===== src/design/dcfg_pkg.sv =====
/*
  Constants, register map and helper functions for the data path
  configuration block.
  Assumes a 40 MHz single clock and an AXI4-Lite register bus with 32-bit data.
*/

package dcfg_pkg;

  // ---------------------------------------------------------------
  // register indexes, byte address is four times the index
  // ---------------------------------------------------------------
  localparam logic [5:0] IDX_RSA  = 6'h08;
  localparam logic [5:0] IDX_TXC  = 6'h0D;
  localparam logic [5:0] IDX_DPC  = 6'h0E;
  localparam logic [5:0] IDX_STAT = 6'h10;

  // ---------------------------------------------------------------
  // data_path_config fields
  // ---------------------------------------------------------------
  localparam int         DPC_WTS  = 0;
  localparam int         DPC_BOS  = 1;
  localparam int         DPC_LAS  = 2;
  localparam int         DPC_LS   = 3;
  localparam int         DPC_ARM  = 4;
  localparam int         DPC_FTLO = 5;
  localparam int         DPC_FTHI = 6;
  localparam logic [7:0] DPC_MASK = 8'h7F;
  localparam logic [7:0] DPC_RST  = 8'h04;

  // transmit_config loop field and its reset
  localparam int         TXC_LOOP_LO = 1;
  localparam int         TXC_LOOP_HI = 2;
  localparam logic [1:0] TXC_LOOP_RST = 2'h0;
  localparam logic [1:0] LOOP_ENDEC   = 2'h2;

  // ---------------------------------------------------------------
  // thresholds and bus answers
  // ---------------------------------------------------------------
  localparam logic [4:0] TX_THRESH_SUM = 5'h0D;
  localparam logic [1:0] RESP_OKAY   = 2'h0;
  localparam logic [1:0] RESP_SLVERR = 2'h2;

  // receive threshold in bytes for the encoded field
  function automatic logic [4:0] dcfg_rx_bytes(input logic [1:0] ft);
    logic [4:0] b;
    b = 5'h02;
    case (ft)
      2'h0:    b = 5'h02;
      2'h1:    b = 5'h04;
      2'h2:    b = 5'h08;
      default: b = 5'h0C;
    endcase
    return b;
  endfunction : dcfg_rx_bytes

  // known register index
  function automatic logic dcfg_mapped(input logic [5:0] idx);
    return (idx == IDX_RSA) || (idx == IDX_TXC) || (idx == IDX_DPC) || (idx == IDX_STAT);
  endfunction : dcfg_mapped

endpackage : dcfg_pkg


===== src/design/dcfg_top.sv =====
/*
  Data path configuration block: register file on AXI4-Lite, DMA
  address and lane steering, FIFO bus request thresholds, loopback and
  send-packet gating.
  Assumes the FIFO level, DMA strobes and send command are synchronous
  to aclk and come from the surrounding network controller.
*/
`timescale 1ns/100ps
`default_nettype none

module dcfg_top #(
  parameter int FIFO_LVL_W = 5
) (
  input  wire logic                  aclk,
  input  wire logic                  aresetn,
  // ---------------------------------------------------------------
  // register bus
  // ---------------------------------------------------------------
  input  wire logic [7:0]            s_axi_awaddr,
  input  wire logic                  s_axi_awvalid,
  output logic                       s_axi_awready,
  input  wire logic [31:0]           s_axi_wdata,
  input  wire logic [3:0]            s_axi_wstrb,
  input  wire logic                  s_axi_wvalid,
  output logic                       s_axi_wready,
  output logic [1:0]                 s_axi_bresp,
  output logic                       s_axi_bvalid,
  input  wire logic                  s_axi_bready,
  input  wire logic [7:0]            s_axi_araddr,
  input  wire logic                  s_axi_arvalid,
  output logic                       s_axi_arready,
  output logic [31:0]                s_axi_rdata,
  output logic [1:0]                 s_axi_rresp,
  output logic                       s_axi_rvalid,
  input  wire logic                  s_axi_rready,
  // ---------------------------------------------------------------
  // DMA side
  // ---------------------------------------------------------------
  input  wire logic                  dma_load,
  input  wire logic [15:0]           dma_base,
  input  wire logic                  dma_step,
  input  wire logic [15:0]           dma_wdata,
  output logic [31:0]                mem_addr,
  output logic [15:0]                mem_data,
  output logic                       word_xfer,
  // ---------------------------------------------------------------
  // FIFO and control
  // ---------------------------------------------------------------
  input  wire logic [FIFO_LVL_W-1:0] fifo_level,
  input  wire logic                  rx_active,
  output logic                       bus_req,
  output logic [4:0]                 burst_len,
  input  wire logic                  send_cmd,
  output logic                       auto_init_start,
  output logic                       send_ignored,
  output logic                       loopback_en,
  output logic [1:0]                 loop_mode,
  output logic                       endec_loopback
);

  // ---------------------------------------------------------------
  // register file
  // ---------------------------------------------------------------
  logic [7:0]  dpc_q, dpc_d;
  logic [1:0]  loop_q, loop_d;
  logic [15:0] rsa_q, rsa_d;

  logic        wr_en;
  logic [5:0]  wr_idx;
  logic [31:0] wr_data;
  logic [3:0]  wr_strb;
  logic        wr_ok;
  logic [5:0]  rd_idx;
  logic [31:0] rd_data;
  logic        rd_ok;

  logic        word_mode, lane_swap, wide_mode, loop_sel_n, arm;
  logic [1:0]  ft;
  logic [4:0]  rx_th, tx_th;
  logic        bus_req_q;

  assign word_mode  = dpc_q[dcfg_pkg::DPC_WTS];
  assign lane_swap  = dpc_q[dcfg_pkg::DPC_BOS];
  assign wide_mode  = dpc_q[dcfg_pkg::DPC_LAS];
  assign loop_sel_n = dpc_q[dcfg_pkg::DPC_LS];
  assign arm        = dpc_q[dcfg_pkg::DPC_ARM];
  assign ft         = {dpc_q[dcfg_pkg::DPC_FTHI], dpc_q[dcfg_pkg::DPC_FTLO]};

  dcfg_axil u_axil (
    .aclk      (aclk),
    .aresetn   (aresetn),
    .s_awaddr  (s_axi_awaddr),
    .s_awvalid (s_axi_awvalid),
    .s_awready (s_axi_awready),
    .s_wdata   (s_axi_wdata),
    .s_wstrb   (s_axi_wstrb),
    .s_wvalid  (s_axi_wvalid),
    .s_wready  (s_axi_wready),
    .s_bresp   (s_axi_bresp),
    .s_bvalid  (s_axi_bvalid),
    .s_bready  (s_axi_bready),
    .s_araddr  (s_axi_araddr),
    .s_arvalid (s_axi_arvalid),
    .s_arready (s_axi_arready),
    .s_rdata   (s_axi_rdata),
    .s_rresp   (s_axi_rresp),
    .s_rvalid  (s_axi_rvalid),
    .s_rready  (s_axi_rready),
    .wr_en     (wr_en),
    .wr_idx    (wr_idx),
    .wr_data   (wr_data),
    .wr_strb   (wr_strb),
    .wr_ok     (wr_ok),
    .rd_idx    (rd_idx),
    .rd_data   (rd_data),
    .rd_ok     (rd_ok)
  );

  // status is read-only, everything else unmapped is an error
  assign wr_ok = dcfg_pkg::dcfg_mapped(wr_idx) && (wr_idx != dcfg_pkg::IDX_STAT);
  assign rd_ok = dcfg_pkg::dcfg_mapped(rd_idx);

  always_comb begin
    dpc_d  = dpc_q;
    loop_d = loop_q;
    rsa_d  = rsa_q;
    if (wr_en && wr_strb[0]) begin
      case (wr_idx)
        dcfg_pkg::IDX_DPC: begin
          // top bit is never stored
          dpc_d = wr_data[7:0] & dcfg_pkg::DPC_MASK;
        end
        dcfg_pkg::IDX_TXC: begin
          loop_d = wr_data[dcfg_pkg::TXC_LOOP_HI:dcfg_pkg::TXC_LOOP_LO];
        end
        dcfg_pkg::IDX_RSA: begin
          rsa_d[7:0] = wr_data[7:0];
        end
        default: begin
          dpc_d = dpc_q;
        end
      endcase
    end
    if (wr_en && wr_strb[1] && (wr_idx == dcfg_pkg::IDX_RSA)) begin
      rsa_d[15:8] = wr_data[15:8];
    end
  end

  // read side; data_path_config is write-only and reads as zero
  always_comb begin
    rd_data = 32'h0000_0000;
    case (rd_idx)
      dcfg_pkg::IDX_RSA: begin
        rd_data = {16'h0000, rsa_q};
      end
      dcfg_pkg::IDX_TXC: begin
        rd_data[dcfg_pkg::TXC_LOOP_HI:dcfg_pkg::TXC_LOOP_LO] = loop_q;
      end
      dcfg_pkg::IDX_STAT: begin
        rd_data = {3'h0, tx_th, 3'h0, rx_th, 7'h00, bus_req_q, dpc_q};
      end
      default: begin
        rd_data = 32'h0000_0000;
      end
    endcase
  end

  always_ff @(posedge aclk) begin
    if (!aresetn) begin
      dpc_q  <= dcfg_pkg::DPC_RST;
      loop_q <= dcfg_pkg::TXC_LOOP_RST;
      rsa_q  <= 16'h0000;
    end else begin
      dpc_q  <= dpc_d;
      loop_q <= loop_d;
      rsa_q  <= rsa_d;
    end
  end

  // ---------------------------------------------------------------
  // DMA transfer index, address and lanes
  // ---------------------------------------------------------------
  logic [15:0] idx_q, idx_d;
  logic [31:0] addr_c, mem_addr_q, mem_addr_d;
  logic [15:0] data_c, mem_data_q, mem_data_d;

  dcfg_path u_path (
    .word_mode (word_mode),
    .lane_swap (lane_swap),
    .wide_mode (wide_mode),
    .start_hi  (rsa_q),
    .xfer_idx  (idx_q),
    .data_in   (dma_wdata),
    .addr      (addr_c),
    .data_out  (data_c)
  );

  always_comb begin
    idx_d = idx_q;
    if (dma_load) begin
      idx_d = dma_base;
    end else if (dma_step) begin
      // one step is one byte or one word, whichever is selected
      idx_d = idx_q + 16'h0001;
    end
    mem_addr_d = addr_c;
    mem_data_d = data_c;
  end

  always_ff @(posedge aclk) begin
    if (!aresetn) begin
      idx_q      <= 16'h0000;
      mem_addr_q <= 32'h0000_0000;
      mem_data_q <= 16'h0000;
    end else begin
      idx_q      <= idx_d;
      mem_addr_q <= mem_addr_d;
      mem_data_q <= mem_data_d;
    end
  end

  // ---------------------------------------------------------------
  // FIFO thresholds and bus request
  // ---------------------------------------------------------------
  logic       bus_req_d;
  logic [4:0] burst_q, burst_d;
  logic [4:0] lvl5;

  // level is counted in bytes whatever the transfer width
  assign lvl5  = 5'(fifo_level);
  assign rx_th = dcfg_pkg::dcfg_rx_bytes(ft);
  assign tx_th = dcfg_pkg::TX_THRESH_SUM - dcfg_pkg::dcfg_rx_bytes(ft);

  always_comb begin
    if (rx_active) begin
      bus_req_d = (lvl5 >= rx_th);
    end else begin
      bus_req_d = (lvl5 >= tx_th);
    end
    // burst counts transfers: words halve the byte figure
    burst_d = word_mode ? {1'b0, rx_th[4:1]} : rx_th;
  end

  always_ff @(posedge aclk) begin
    if (!aresetn) begin
      bus_req_q <= 1'b0;
      burst_q   <= 5'h00;
    end else begin
      bus_req_q <= bus_req_d;
      burst_q   <= burst_d;
    end
  end

  // ---------------------------------------------------------------
  // send-packet gating and loopback
  // ---------------------------------------------------------------
  logic       start_q, start_d, ign_q, ign_d;
  logic       lben_q, lben_d, endec_q, endec_d;
  logic [1:0] lmode_q, lmode_d;

  always_comb begin
    start_d = send_cmd & arm;
    ign_d   = send_cmd & ~arm;
    // loopback follows the select bit alone: low enables it whatever the loop field
    lben_d  = ~loop_sel_n;
    lmode_d = loop_sel_n ? 2'h0 : loop_q;
    endec_d = ~loop_sel_n && (loop_q == dcfg_pkg::LOOP_ENDEC);
  end

  always_ff @(posedge aclk) begin
    if (!aresetn) begin
      start_q <= 1'b0;
      ign_q   <= 1'b0;
      lben_q  <= 1'b0;
      lmode_q <= 2'h0;
      endec_q <= 1'b0;
    end else begin
      start_q <= start_d;
      ign_q   <= ign_d;
      lben_q  <= lben_d;
      lmode_q <= lmode_d;
      endec_q <= endec_d;
    end
  end

  assign mem_addr        = mem_addr_q;
  assign mem_data        = mem_data_q;
  assign word_xfer       = dpc_q[dcfg_pkg::DPC_WTS];
  assign bus_req         = bus_req_q;
  assign burst_len       = burst_q;
  assign auto_init_start = start_q;
  assign send_ignored    = ign_q;
  assign loopback_en     = lben_q;
  assign loop_mode       = lmode_q;
  assign endec_loopback  = endec_q;

endmodule : dcfg_top

`default_nettype wire


===== src/design/dcfg_axil.sv =====
/*
  AXI4-Lite slave front end: takes one write and one read at a time and
  hands writes to the register file as single-cycle strobes and samples reads from rd_data.
  Assumes a master that follows AXI4-Lite handshakes.
*/
`timescale 1ns/100ps
`default_nettype none

module dcfg_axil (
  input  wire logic        aclk,
  input  wire logic        aresetn,
  input  wire logic [7:0]  s_awaddr,
  input  wire logic        s_awvalid,
  output logic             s_awready,
  input  wire logic [31:0] s_wdata,
  input  wire logic [3:0]  s_wstrb,
  input  wire logic        s_wvalid,
  output logic             s_wready,
  output logic [1:0]       s_bresp,
  output logic             s_bvalid,
  input  wire logic        s_bready,
  input  wire logic [7:0]  s_araddr,
  input  wire logic        s_arvalid,
  output logic             s_arready,
  output logic [31:0]      s_rdata,
  output logic [1:0]       s_rresp,
  output logic             s_rvalid,
  input  wire logic        s_rready,
  output logic             wr_en,
  output logic [5:0]       wr_idx,
  output logic [31:0]      wr_data,
  output logic [3:0]       wr_strb,
  input  wire logic        wr_ok,
  output logic [5:0]       rd_idx,
  input  wire logic [31:0] rd_data,
  input  wire logic        rd_ok
);

  logic        aw_full_q, aw_full_d, w_full_q, w_full_d;
  logic        awready_q, awready_d, wready_q, wready_d;
  logic        bvalid_q, bvalid_d, arready_q, arready_d, rvalid_q, rvalid_d;
  logic [1:0]  bresp_q, bresp_d, rresp_q, rresp_d;
  logic [5:0]  awidx_q, awidx_d;
  logic [31:0] wdata_q, wdata_d, rdata_q, rdata_d;
  logic [3:0]  wstrb_q, wstrb_d;

  assign wr_en   = aw_full_q & w_full_q & ~bvalid_q;
  assign wr_idx  = awidx_q;
  assign wr_data = wdata_q;
  assign wr_strb = wstrb_q;
  assign rd_idx  = s_araddr[7:2];

  always_comb begin
    aw_full_d = aw_full_q;
    w_full_d  = w_full_q;
    awready_d = awready_q;
    wready_d  = wready_q;
    awidx_d   = awidx_q;
    wdata_d   = wdata_q;
    wstrb_d   = wstrb_q;
    bvalid_d  = bvalid_q;
    bresp_d   = bresp_q;
    if (s_awvalid && awready_q) begin
      aw_full_d = 1'b1;
      awready_d = 1'b0;
      awidx_d   = s_awaddr[7:2];
    end
    if (s_wvalid && wready_q) begin
      w_full_d = 1'b1;
      wready_d = 1'b0;
      wdata_d  = s_wdata;
      wstrb_d  = s_wstrb;
    end
    if (wr_en) begin
      aw_full_d = 1'b0;
      w_full_d  = 1'b0;
      bvalid_d  = 1'b1;
      bresp_d   = wr_ok ? dcfg_pkg::RESP_OKAY : dcfg_pkg::RESP_SLVERR;
    end
    if (bvalid_q && s_bready) begin
      bvalid_d  = 1'b0;
      awready_d = 1'b1;
      wready_d  = 1'b1;
    end
  end

  always_comb begin
    arready_d = arready_q;
    rvalid_d  = rvalid_q;
    rdata_d   = rdata_q;
    rresp_d   = rresp_q;
    if (s_arvalid && arready_q) begin
      arready_d = 1'b0;
      rvalid_d  = 1'b1;
      rdata_d   = rd_data;
      rresp_d   = rd_ok ? dcfg_pkg::RESP_OKAY : dcfg_pkg::RESP_SLVERR;
    end
    if (rvalid_q && s_rready) begin
      rvalid_d  = 1'b0;
      arready_d = 1'b1;
    end
  end

  always_ff @(posedge aclk) begin
    if (!aresetn) begin
      aw_full_q <= 1'b0;
      w_full_q  <= 1'b0;
      awready_q <= 1'b1;
      wready_q  <= 1'b1;
      awidx_q   <= 6'h00;
      wdata_q   <= 32'h0000_0000;
      wstrb_q   <= 4'h0;
      bvalid_q  <= 1'b0;
      bresp_q   <= dcfg_pkg::RESP_OKAY;
      arready_q <= 1'b1;
      rvalid_q  <= 1'b0;
      rdata_q   <= 32'h0000_0000;
      rresp_q   <= dcfg_pkg::RESP_OKAY;
    end else begin
      aw_full_q <= aw_full_d;
      w_full_q  <= w_full_d;
      awready_q <= awready_d;
      wready_q  <= wready_d;
      awidx_q   <= awidx_d;
      wdata_q   <= wdata_d;
      wstrb_q   <= wstrb_d;
      bvalid_q  <= bvalid_d;
      bresp_q   <= bresp_d;
      arready_q <= arready_d;
      rvalid_q  <= rvalid_d;
      rdata_q   <= rdata_d;
      rresp_q   <= rresp_d;
    end
  end

  assign s_awready = awready_q;
  assign s_wready  = wready_q;
  assign s_bvalid  = bvalid_q;
  assign s_bresp   = bresp_q;
  assign s_arready = arready_q;
  assign s_rvalid  = rvalid_q;
  assign s_rdata   = rdata_q;
  assign s_rresp   = rresp_q;

endmodule : dcfg_axil

`default_nettype wire


===== src/design/dcfg_path.sv =====
/*
  DMA address forming and byte lane steering for one transfer.
  Purely combinational; the caller registers the results.
*/
`timescale 1ns/100ps
`default_nettype none

module dcfg_path (
  input  wire logic        word_mode,
  input  wire logic        lane_swap,
  input  wire logic        wide_mode,
  input  wire logic [15:0] start_hi,
  input  wire logic [15:0] xfer_idx,
  input  wire logic [15:0] data_in,
  output logic [31:0]      addr,
  output logic [15:0]      data_out
);

  logic [15:0] low_addr;

  always_comb begin
    // word index shifted up keeps A0 low and limits reach to 32k words
    low_addr = word_mode ? {xfer_idx[14:0], 1'b0} : xfer_idx;
    // dual mode leaves the upper half to the second 16-bit channel
    addr     = {(wide_mode ? start_hi : 16'h0000), low_addr};
    if (word_mode && lane_swap) begin
      data_out = {data_in[7:0], data_in[15:8]};
    end else begin
      data_out = data_in;
    end
  end

endmodule : dcfg_path

`default_nettype wire


===== config.mk =====
export PLATFORM = sky130hd
export DESIGN_NAME = dcfg_top
export DESIGN_NICKNAME = d
export VERILOG_FILES = /design/src/design/dcfg_pkg.sv /design/src/design/dcfg_top.sv /design/src/design/dcfg_axil.sv /design/src/design/dcfg_path.sv
export SDC_FILE = /design/constraint.sdc
export NUM_CORES = 1
export LEC_CHECK = 0
export BUFFER_PORTS_ARGS = -buffer_cell sky130_fd_sc_hd__buf_4
export CAP_MARGIN = 0
export CORE_MARGIN = 8
export CORE_UTILIZATION = 30
export CTS_CLUSTER_SIZE = 8
export DETAILED_ROUTE_END_ITERATION = 6
export GPL_TIMING_DRIVEN = 0
export PLACE_DENSITY = 0.6
export SETUP_SLACK_MARGIN = 0.2
export SLEW_MARGIN = 20
export SYNTH_ARGS = -nofsm -noshare
export SYNTH_HDL_FRONTEND = slang
export SYNTH_HIERARCHICAL = 1
export SYNTH_SLANG_ARGS = --single-unit
export TNS_END_PERCENT = 5

===== constraint.sdc =====
create_clock -name aclk -period 2.6 [get_ports aclk]
set_input_delay 0.52 -clock aclk [delete_from_list [all_inputs] [get_ports aclk]]
set_output_delay 0.52 -clock aclk [all_outputs]
set_load 0.1 [all_outputs]

==> flow_metrics.py, run 1 <==
metrics = {
    "run_status": {
        "status": "finished, final reports clean",
    },
    "die": {
        "ios": 202,
        "fp.dieH_um": 169.2,
        "coreArea_sq_um": 23260,
        "die_width_um": 169.2,
        "design.die.area_sq_um": 28640,
        "rows": 56,
        "initial_core_util_pct": 30.28,
    },
    "hold_path": {
        "hold_start": "s_axi_wvalid",
        "min_path_cells": 2,
        "hp-class": "input pin to flip-flop",
        "hold_path_end": "u_axil/s_wready$_SDFFE_PP1P_",
    },
    "setup_path": {
        "r2r_end": "rsa_q[9]$_SDFFE_PN0P_",
        "startpoint_type": "flip-flop",
        "end_kind": "flip-flop",
        "critPathMaxFanout": 8,
        "cp_data_arrival_time_ns": 2.17,
        "r2r_start": "u_axil/s_bvalid$_SDFFE_PP0P_",
        "criticalPathCategory": "flip-flop to flip-flop",
        "crit_required_ns": 2.89,
        "r2r_cells": 6,
        "rrSetupSlack_ns": 0.72,
    },
    "sta": {
        "clock.fmax_mhz": 531.2,
        "holdWs_ns": 0.3030,
        "worst_slew_pin_slew_ns": 0.7578,
        "slew_headroom_pct": 49.02,
        "rsz0062_at_grt": "false",
        "finalHoldViolCount": 0,
        "fin_crit_sh_pct": 72.41,
        "fin_tns_setup_ns": 0,
        "fin_skew_ns": 0.01145,
        "min_period_ns": 1.883,
        "finalSetupViolCount": 0,
        "slew_viol_final": 0,
    },
    "clock_network": {
        "root_buffer": "clkbuf_16",
        "worstSkewPairLatency_ns": 0.43,
        "cts.sinks": 165,
        "postCtsSetupBuffers": 0,
        "cts-buffers-inserted": 17,
        "hold_buffers": 0,
        "cts_resized": 0,
        "clk_pin_slew_worst_paths_ns": 0.07,
        "clockBufferDepth": 2,
        "cts_tree": "done",
        "h-tree-depth": 4,
    },
    "grt": {
        "antenna_found_initial": 0,
        "grt_max_degree": 17,
        "track_usage_pct": 13.79,
        "grt_pass1_vias": 5570,
        "overflow": 0,
        "grt_pass1_wl_um": 30880,
    },
    "routing": {
        "drt_iter0_markers": 203,
        "antenna_left": 0,
        "wl_um": 19590,
        "route.detailed.drc": 0,
        "routed-via-count": 5479,
        "via_per_inst": 4.294,
        "wl_per_cell_um": 15.35,
        "dr.pass1.iters": 4,
    },
    "place": {
        "gp_congestion": 0.7652,
        "portBuffers": 168,
        "dp_hpwl_um": 15240,
    },
    "power": {
        "leakage_nw": 3.998,
        "ir_drop_mv": 0.4345,
        "p_per_area_nw_per_um2": 646.3,
    },
    "synth": {
        "ys_warn_count": 6,
        "syn_area_per_cell_sq_um": 9.430,
        "synthCells": 747,
        "netlist_area_sq_um": 7044,
    },
    "cells_and_area": {
        "insertedDiodeCount": 0,
        "regArea_sq_um": 3303,
        "area_delta_synth_final_pct": 32.31,
        "multi_input_area_sq_um": 3347,
        "fillerInstances": 2417,
        "fin_util_pct": 40.07,
        "final_nets": 1051,
        "drive_gt1_share_pct": 30.93,
    },
    "flow_run": {
        "cap_viol_max_count": 0,
    },
}
## sequential cells by signal, indices dropped and copies added, names as in the netlist, 2 cells and up
name	cells
mem_addr	32
u_axil/s_rdata	32
idx_q	16
mem_data	16
rsa_q	16
u_axil/wr_data	16
dpc_q	7
u_axil/wr_idx	6
burst_len	4
loop_mode	2
loop_q	2
u_axil/wr_strb	2
## routing by layer
layer | part of all wire (%) | routed length, um | up-vias | global-route usage [%]
met4 | 1.8 | 344 | 0 | 4.810
met1 | 46 | 9052 | 2472 | 16.94
met3 | 7.0 | 1381 | 18 | 4.629
li1 | - | - | 2849 | -
met5 | 0 | 0 | - | 0
met2 | 45 | 8813 | 140 | 22.24
## worst max-delay path by stage
| stage | cells past startpoint | to | start |
|---|---|---|---|
| floorplan | 7 | dpc_q[2]$_SDFFE_PN1P_ | u_axil/s_bvalid$_SDFFE_PP0P_ |
| global placement | 8 | u_axil/s_rdata[15]$_SDFFE_PN0P_ | s_axi_araddr[4] |
| detailed placement | 8 | u_axil/s_rdata[15]$_SDFFE_PN0P_ | s_axi_araddr[4] |
| CTS | 6 | rsa_q[9]$_SDFFE_PN0P_ | u_axil/s_bvalid$_SDFFE_PP0P_ |
| global route | 6 | rsa_q[14]$_SDFFE_PN0P_ | u_axil/s_bvalid$_SDFFE_PP0P_ |
| finish | 6 | rsa_q[9]$_SDFFE_PN0P_ | u_axil/s_bvalid$_SDFFE_PP0P_ |
## layout by cell type, fill, tap and decap left out, drive strengths merged, types with 13 or more instances in the layout
master / count
nor2: 46
a21boi: 58
a21oi: 18
buf: 207
conb: 13
dfxtp: 165
mux2: 31
inv: 20
o21ai: 13
nand2: 128
clkbuf: 39
mux2i: 29
and2: 79
## critical path, cell delays in order, from the launching register on
cell and delay, ns:
dfxtp_1 0.34, and3b_1 0.20, clkbuf_1 0.27, nand2_1 0.14, nor3_4 0.48, mux2i_1 0.26, nor2_1 0.05
## layout make-up
cell class                 count  area share [%]
buffer                        60           4.148
clock buffer                  18           4.712
clock inverter                14           1.490
inverter                      12          0.4833
multi-input combinational    520           35.91
sequential                   165           35.44
tap                          319           4.282
timing repair buffer         168           13.53
## metrics by stage
stage	power [W]	worst slack [ns]	instances	instance area, sq um
floorplan	0.003344	0.5218	757	7082
global placement	0.003593	0.3183	1244	8742
detailed placement	0.003599	0.3197	1244	8742
CTS	0.006097	0.6813	1276	9320
global route	0.006286	0.4933	1276	9320
finish	0.006023	0.7175	1276	9320
## power breakdown
group	leakage, nW	switching, W	internal, W
registers	1.35	0.0000636	0.00261
clock network	0.282	0.00111	0.00137
logic	2.37	0.000574	0.000286
total	4.00	0.00175	0.00427
Power figures use the tool's default switching activity.
==> run 2: changes to the inputs <==
--- a/config.mk
+++ b/config.mk
@@ -5,6 +5,7 @@
 export SDC_FILE = /design/constraint.sdc
 export NUM_CORES = 1
 export LEC_CHECK = 0
+export ABC_AREA = 1
 export BUFFER_PORTS_ARGS = -buffer_cell sky130_fd_sc_hd__buf_4
 export CAP_MARGIN = 0
 export CORE_MARGIN = 8
@@ -12,7 +13,7 @@
 export CTS_CLUSTER_SIZE = 8
 export DETAILED_ROUTE_END_ITERATION = 6
 export GPL_TIMING_DRIVEN = 0
-export PLACE_DENSITY = 0.6
+export PLACE_DENSITY = 0.62
 export SETUP_SLACK_MARGIN = 0.2
 export SLEW_MARGIN = 20
 export SYNTH_ARGS = -nofsm -noshare
==> constraint.sdc (replaced) <==
create_clock -name aclk -period 1.61 [get_ports aclk]
set_input_delay 0.322 -clock aclk [delete_from_list [all_inputs] [get_ports aclk]]
set_output_delay 0.322 -clock aclk [all_outputs]
set_load 0.1 [all_outputs]
==> run 2 against run 1 <==
- global-route usage up 0.70 points
- clock-buffer cell count unchanged
- sequential share of layout area down 0.82 points
- largest power group unchanged
==> flow_metrics.py, run 2 <==
metrics = {
    "sta": {
        "rsz0062_at_grt": "true",
        "holdWs_ns": 0.1286,
        "clock.fmax_mhz": 705.9,
        "worst_slew_pin_slew_ns": 0.5294,
        "fin_skew_ns": 0.01606,
        "min_period_ns": 1.417,
        "slew_headroom_pct": 64.71,
        "finalSetupViolCount": 0,
        "slew_viol_final": 0,
        "finalHoldViolCount": 0,
        "fin_crit_sh_pct": 87.99,
    },
    "clock_network": {
        "cts_tree": "done",
        "cts.sinks": 165,
        "root_buffer": "clkbuf_16",
        "h-tree-depth": 4,
        "cts-buffers-inserted": 17,
        "clk_pin_slew_worst_paths_ns": 0.08,
        "clockBufferDepth": 2,
        "worstSkewPairLatency_ns": 0.43,
        "hold_buffers": 0,
    },
    "place": {
        "place_inst": 1475,
        "dp_hpwl_um": 16370,
        "gp_congestion": 0.8693,
        "portBuffers": 169,
    },
    "routing": {
        "wl_um": 21120,
        "route.detailed.drc": 0,
        "routed-via-count": 6630,
        "dr.pass1.iters": 5,
        "drt_iter0_markers": 368,
        "via_per_inst": 4.373,
        "wl_per_cell_um": 13.93,
        "antenna_left": 0,
    },
    "cells_and_area": {
        "layout_commonest_cell": "nor2_1",
        "insertedDiodeCount": 0,
        "area_delta_synth_final_pct": 35.33,
        "drive_gt1_share_pct": 25.23,
        "stdcell_count": 1516,
        "final_nets": 1291,
        "final_cell_mix": "179 x nor2_1, 177 x buf_4, 173 x nand2_1, 154 x dfxtp_1, 132 x inv_1",
    },
    "hold_path": {
        "hold_path_end": "u_axil/s_arready$_SDFFE_PP1P_",
        "hold_start": "s_axi_rready",
        "hp-class": "input pin to flip-flop",
        "min_path_cells": 3,
    },
    "setup_path": {
        "slowest_stage": "dfxtp_1",
        "r2r_cells": 7,
        "end_kind": "output port",
        "worstPathCellList": "buf_4",
        "r2r_end": "dpc_q[4]$_SDFFE_PN0P_",
        "critPathMaxFanout": 1,
        "cpLargestDelayFamily": "flip-flops",
        "slowest_delay_ns": 0.37,
        "crit_required_ns": 1.29,
        "rrSetupSlack_ns": 0.25,
        "criticalPathCategory": "flip-flop to output port",
        "startpoint_type": "flip-flop",
        "cp_data_arrival_time_ns": 1.09,
        "cp_num_buf_inv": 1,
        "r2r_start": "u_axil/wr_idx[2]$_SDFFE_PN0P_",
    },
    "synth": {
        "netlist_area_sq_um": 7107,
        "ys_warn_count": 6,
        "syn_area_per_cell_sq_um": 7.274,
        "synthCells": 977,
    },
    "grt": {
        "antenna_found_initial": 0,
        "overflow": 0,
        "grt_pass1_wl_um": 33140,
        "grt_pass1_vias": 6245,
        "grt_max_degree": 17,
        "track_usage_pct": 14.49,
    },
    "die": {
        "rows": 56,
        "initial_core_util_pct": 30.46,
        "ios": 202,
        "coreArea_sq_um": 23330,
        "fp.dieH_um": 169.9,
        "die_width_um": 169.9,
        "design.die.area_sq_um": 28870,
    },
    "run_status": {
        "status": "finished, final reports clean",
    },
    "power": {
        "leakage_nw": 4.763,
        "ir_drop_mv": 0.6462,
        "p_per_area_nw_per_um2": 1083,
        "total_power_w": 0.01042,
    },
    "flow_run": {
        "cap_viol_max_count": 0,
    },
}
[run 2: power by group]
group	internal (W)	total, W	switching, W	leakage [nW]
combinational	0.000551	0.00196	0.00141	3.12
sequential	0.00428	0.00445	0.000168	1.36
clock	0.00222	0.00400	0.00179	0.279
total	0.00705	0.0104	0.00336	4.76
[run 2: per-stage QoR]
stage | cell area [sq um] | setup WS [ns] | setup TNS, ns | utilization [%]
finish | 9618 | 0.1934 | 0 | 41.22
detailed placement | 8820 | -0.04086 | -0.3353 | 37.80
global placement | 8820 | -0.05587 | -0.3823 | 37.80
global route | 9618 | 0.1548 | 0 | 41.22
floorplan | 7152 | -0.1155 | -4.290 | -
CTS | 9444 | 0.1415 | 0 | 40.48
[run 2: cell type report]
cell class / count / area, sq um
Clock buffer: 18 / 439.2
Tap cell: 319 / 399.1
Clock inverter: 14 / 140.1
Inverter: 138 / 530.5
Buffer: 58 / 405.4
Fill cell: 2483 / 13710
Sequential cell: 165 / 3329
Multi-Input combinational cell: 626 / 2960
Timing Repair Buffer: 178 / 1414
[run 2: how the worst max path moves through the flow]
stage	from	endpoint	slack [ns]	cells after the start
after global routing	u_axil/s_arready$_SDFFE_PP1P_	s_axi_arready	0.15	1
final	mem_addr[16]$_SDFF_PN0_	mem_addr[16]	0.19	1
after global placement	aresetn	idx_q[15]$_SDFFE_PN0P_	-0.06	5
after floorplan	u_axil/s_wready$_SDFFE_PP1P_	u_axil/wr_data[10]$_SDFFE_PN0P_	-0.12	5
after detailed placement	aresetn	idx_q[14]$_SDFFE_PN0P_	-0.04	5
after CTS	dpc_q[5]$_SDFFE_PN0P_	bus_req$_SDFF_PN0_	0.14	8
[run 2: timing repair]
item,4_1_cts,5_1_grt
endpoints found under the setup margin,43,78
gates resized for setup,6,38
buffers inserted,3,5
gates cloned,0,1
pin swaps,1,10
[run 2: routing by layer]
layer	routed length, um	up-vias	share of wire (%)	GRT usage (%)
met5	0	-	0	0
met2	9861	206	47	24.05
met3	1653	25	7.8	4.889
li1	-	3444	-	-
met4	449	0	2.1	4.577
met1	9158	2955	43	17.42
[run 2: worst min-delay path, stage by stage]
cell and delay (ns):
buf_4 0.08, nand2_1 0.06, nand3_1 0.07
==> run 3: changes to the inputs <==
--- a/config.mk
+++ b/config.mk
@@ -13,7 +13,7 @@
 export CTS_CLUSTER_SIZE = 8
 export DETAILED_ROUTE_END_ITERATION = 6
 export GPL_TIMING_DRIVEN = 0
-export PLACE_DENSITY = 0.62
+export PLACE_DENSITY = 0.6
 export SETUP_SLACK_MARGIN = 0.2
 export SLEW_MARGIN = 20
 export SYNTH_ARGS = -nofsm -noshare
==> constraint.sdc (replaced) <==
create_clock -name aclk -period 1.6 [get_ports aclk]
set_input_delay 0.32 -clock aclk [delete_from_list [all_inputs] [get_ports aclk]]
set_output_delay 0.32 -clock aclk [all_outputs]
set_load 0.1 [all_outputs]
==> run 3 against run 2 <==
- die area unchanged
- register-to-register slack got worse by 0.06 ns
- final area decreased by 0.17%
- routed wire length increased by 0.54%
- first-iteration DRC count decreased by 7.6%
- final cell count decreased by 0.13%
- flip-flop and latch count unchanged
- via count decreased by 0.78%
- largest cell class unchanged
==> flow_metrics.py, run 3 (synthesis gave the netlist of run 2 again) <==
metrics = {
    "setup_path": {
        "worstPathCellList": "buf_4",
        "crit_required_ns": 1.28,
        "slowest_stage": "dfxtp_1",
        "cp_num_buf_inv": 1,
        "slowest_delay_ns": 0.36,
        "criticalPathCategory": "flip-flop to output port",
        "cp_data_arrival_time_ns": 1.11,
        "cpLargestDelayFamily": "flip-flops",
        "critPathMaxFanout": 2,
        "end_kind": "output port",
        "startpoint_type": "flip-flop",
    },
    "cells_and_area": {
        "regArea_sq_um": 3323,
        "final_cell_mix": "188 x buf_4, 179 x nor2_1, 174 x nand2_1, 159 x dfxtp_1, 131 x inv_1",
        "final_nets": 1289,
        "area_delta_synth_final_pct": 35.11,
        "multi_input_area_sq_um": 2933,
        "layout_commonest_cell": "buf_4",
        "fin_area_sq_um": 9602,
        "fin_util_pct": 41.15,
        "fillerInstances": 2433,
        "insertedDiodeCount": 0,
        "drive_gt1_share_pct": 24.52,
    },
    "power": {
        "ir_drop_mv": 0.6481,
        "pwr-share-clk_pct": 41.4,
        "p_int_w": 0.007675,
        "leakage_nw": 4.753,
        "power.share.combinational_pct": 17.9,
        "p_per_area_nw_per_um2": 1141,
        "power.switching_w": 0.003282,
        "seq_power_share_pct": 40.7,
        "swShare_pct": 29.95,
    },
    "routing": {
        "drt_iter0_markers": 340,
        "wl_um": 21240,
        "route.detailed.drc": 0,
        "routed-via-count": 6578,
        "via_per_inst": 4.345,
        "dr.pass1.iters": 4,
        "wl_per_cell_um": 14.03,
        "antenna_left": 0,
    },
    "sta": {
        "finalHoldViolCount": 0,
        "holdWs_ns": 0.1162,
        "rsz0062_at_grt": "true",
        "fin_crit_sh_pct": 89.26,
        "min_period_ns": 1.428,
        "slew_viol_final": 0,
        "fin_skew_ns": 0.01673,
        "fin_tns_setup_ns": 0,
        "fin_ws_ns": 0.1718,
        "finalSetupViolCount": 0,
        "clock.fmax_mhz": 700.2,
    },
    "clock_network": {
        "cts-buffers-inserted": 17,
        "worstSkewPairLatency_ns": 0.44,
        "h-tree-depth": 4,
        "clockBufferDepth": 2,
        "root_buffer": "clkbuf_16",
        "clk_pin_slew_worst_paths_ns": 0.07,
        "cts_tree": "done",
        "cts.sinks": 165,
    },
    "grt": {
        "grt_max_degree": 17,
        "overflow": 0,
        "grt_pass1_vias": 6150,
        "antenna_found_initial": 0,
        "track_usage_pct": 14.30,
        "grt_pass1_wl_um": 32510,
    },
    "die": {
        "ios": 202,
        "fp.dieH_um": 169.9,
        "initial_core_util_pct": 30.46,
        "coreArea_sq_um": 23330,
        "design.die.area_sq_um": 28870,
        "rows": 56,
        "die_width_um": 169.9,
    },
    "flow_run": {
        "cap_viol_max_count": 0,
    },
    "place": {
        "place_ws_ns": -0.03137,
        "dpl-instance-area_sq_um": 8820,
        "dp_hpwl_um": 16530,
        "gp_congestion": 0.8971,
        "portBuffers": 169,
    },
    "run_status": {
        "status": "finished, final reports clean",
    },
    "hold_path": {
        "hp-class": "input pin to flip-flop",
    },
}
run 3: cell count changes in the layout (fill, tap and decap cells not counted), moves of 2 or more:
cell | previous run | this run
buf_12 | 1 | 3
buf_4 | 177 | 188
buf_6 | 25 | 13
buf_8 | 2 | 0
bufinv_16 | 1 | 4
clkbuf_8 | 1 | 3
dfxtp_1 | 154 | 159
dfxtp_2 | 6 | 1
inv_6 | 3 | 0
inv_8 | 3 | 0
nor2_2 | 6 | 8
nor2_4 | 9 | 7
run 3: path summary, 6_finish.rpt:
path | endpoint | slack, ns | cells after the start | startpoint
worst max-delay path | bus_req | 0.17 | 1 | bus_req$_SDFF_PN0_
worst min-delay path | u_axil/s_arready$_SDFFE_PP1P_ | 0.12 | 3 | s_axi_rready
worst max register to register | rsa_q[7]$_SDFFE_PN0P_ | 0.19 | 7 | u_axil/aw_full_q$_SDFFE_PP0P_
worst min register to register | endec_loopback$_SDFF_PN0_ | 0.46 | 1 | loop_q[0]$_SDFFE_PN0P_
run 3: layout make-up:
class,count,share of cell area (%)
sequential,165,34.61
buffer,58,4.144
clock inverter,11,1.772
clock buffer,21,5.121
inverter,138,5.551
tap,319,4.157
timing repair buffer,176,14.10
multi-input combinational,626,30.54
run 3: metrics by stage:
step / std cells / power [W]
floorplan: 987 / 0.005978
global route: 1514 / 0.01140
detailed placement: 1475 / 0.006510
global placement: 1475 / 0.006498
CTS: 1509 / 0.01109
finish: 1514 / 0.01096
run 3: power by group through the flow:
stage                     logic [W]  clock network [W]  registers [W]
after floorplan            0.000580                  0        0.00540
after global placement      0.00195                  0        0.00455
after detailed placement    0.00195                  0        0.00456
after CTS                   0.00196            0.00466        0.00446
after global routing        0.00209            0.00482        0.00448
final                       0.00196            0.00454        0.00446
run 3: timing repair:
action,CTS,global route
hold buffers,0,0
pin swaps,1,3
setup buffers,2,5
setup endpoints to repair,61,85
gates cloned,0,0
resized for setup,9,13
run 3: per-layer routing:
metal / share of wire, % / track usage [%]
met1: 44 / 17.35
met2: 46 / 23.58
met5: 0 / 0
met4: 1.7 / 3.852
met3: 8.6 / 5.213
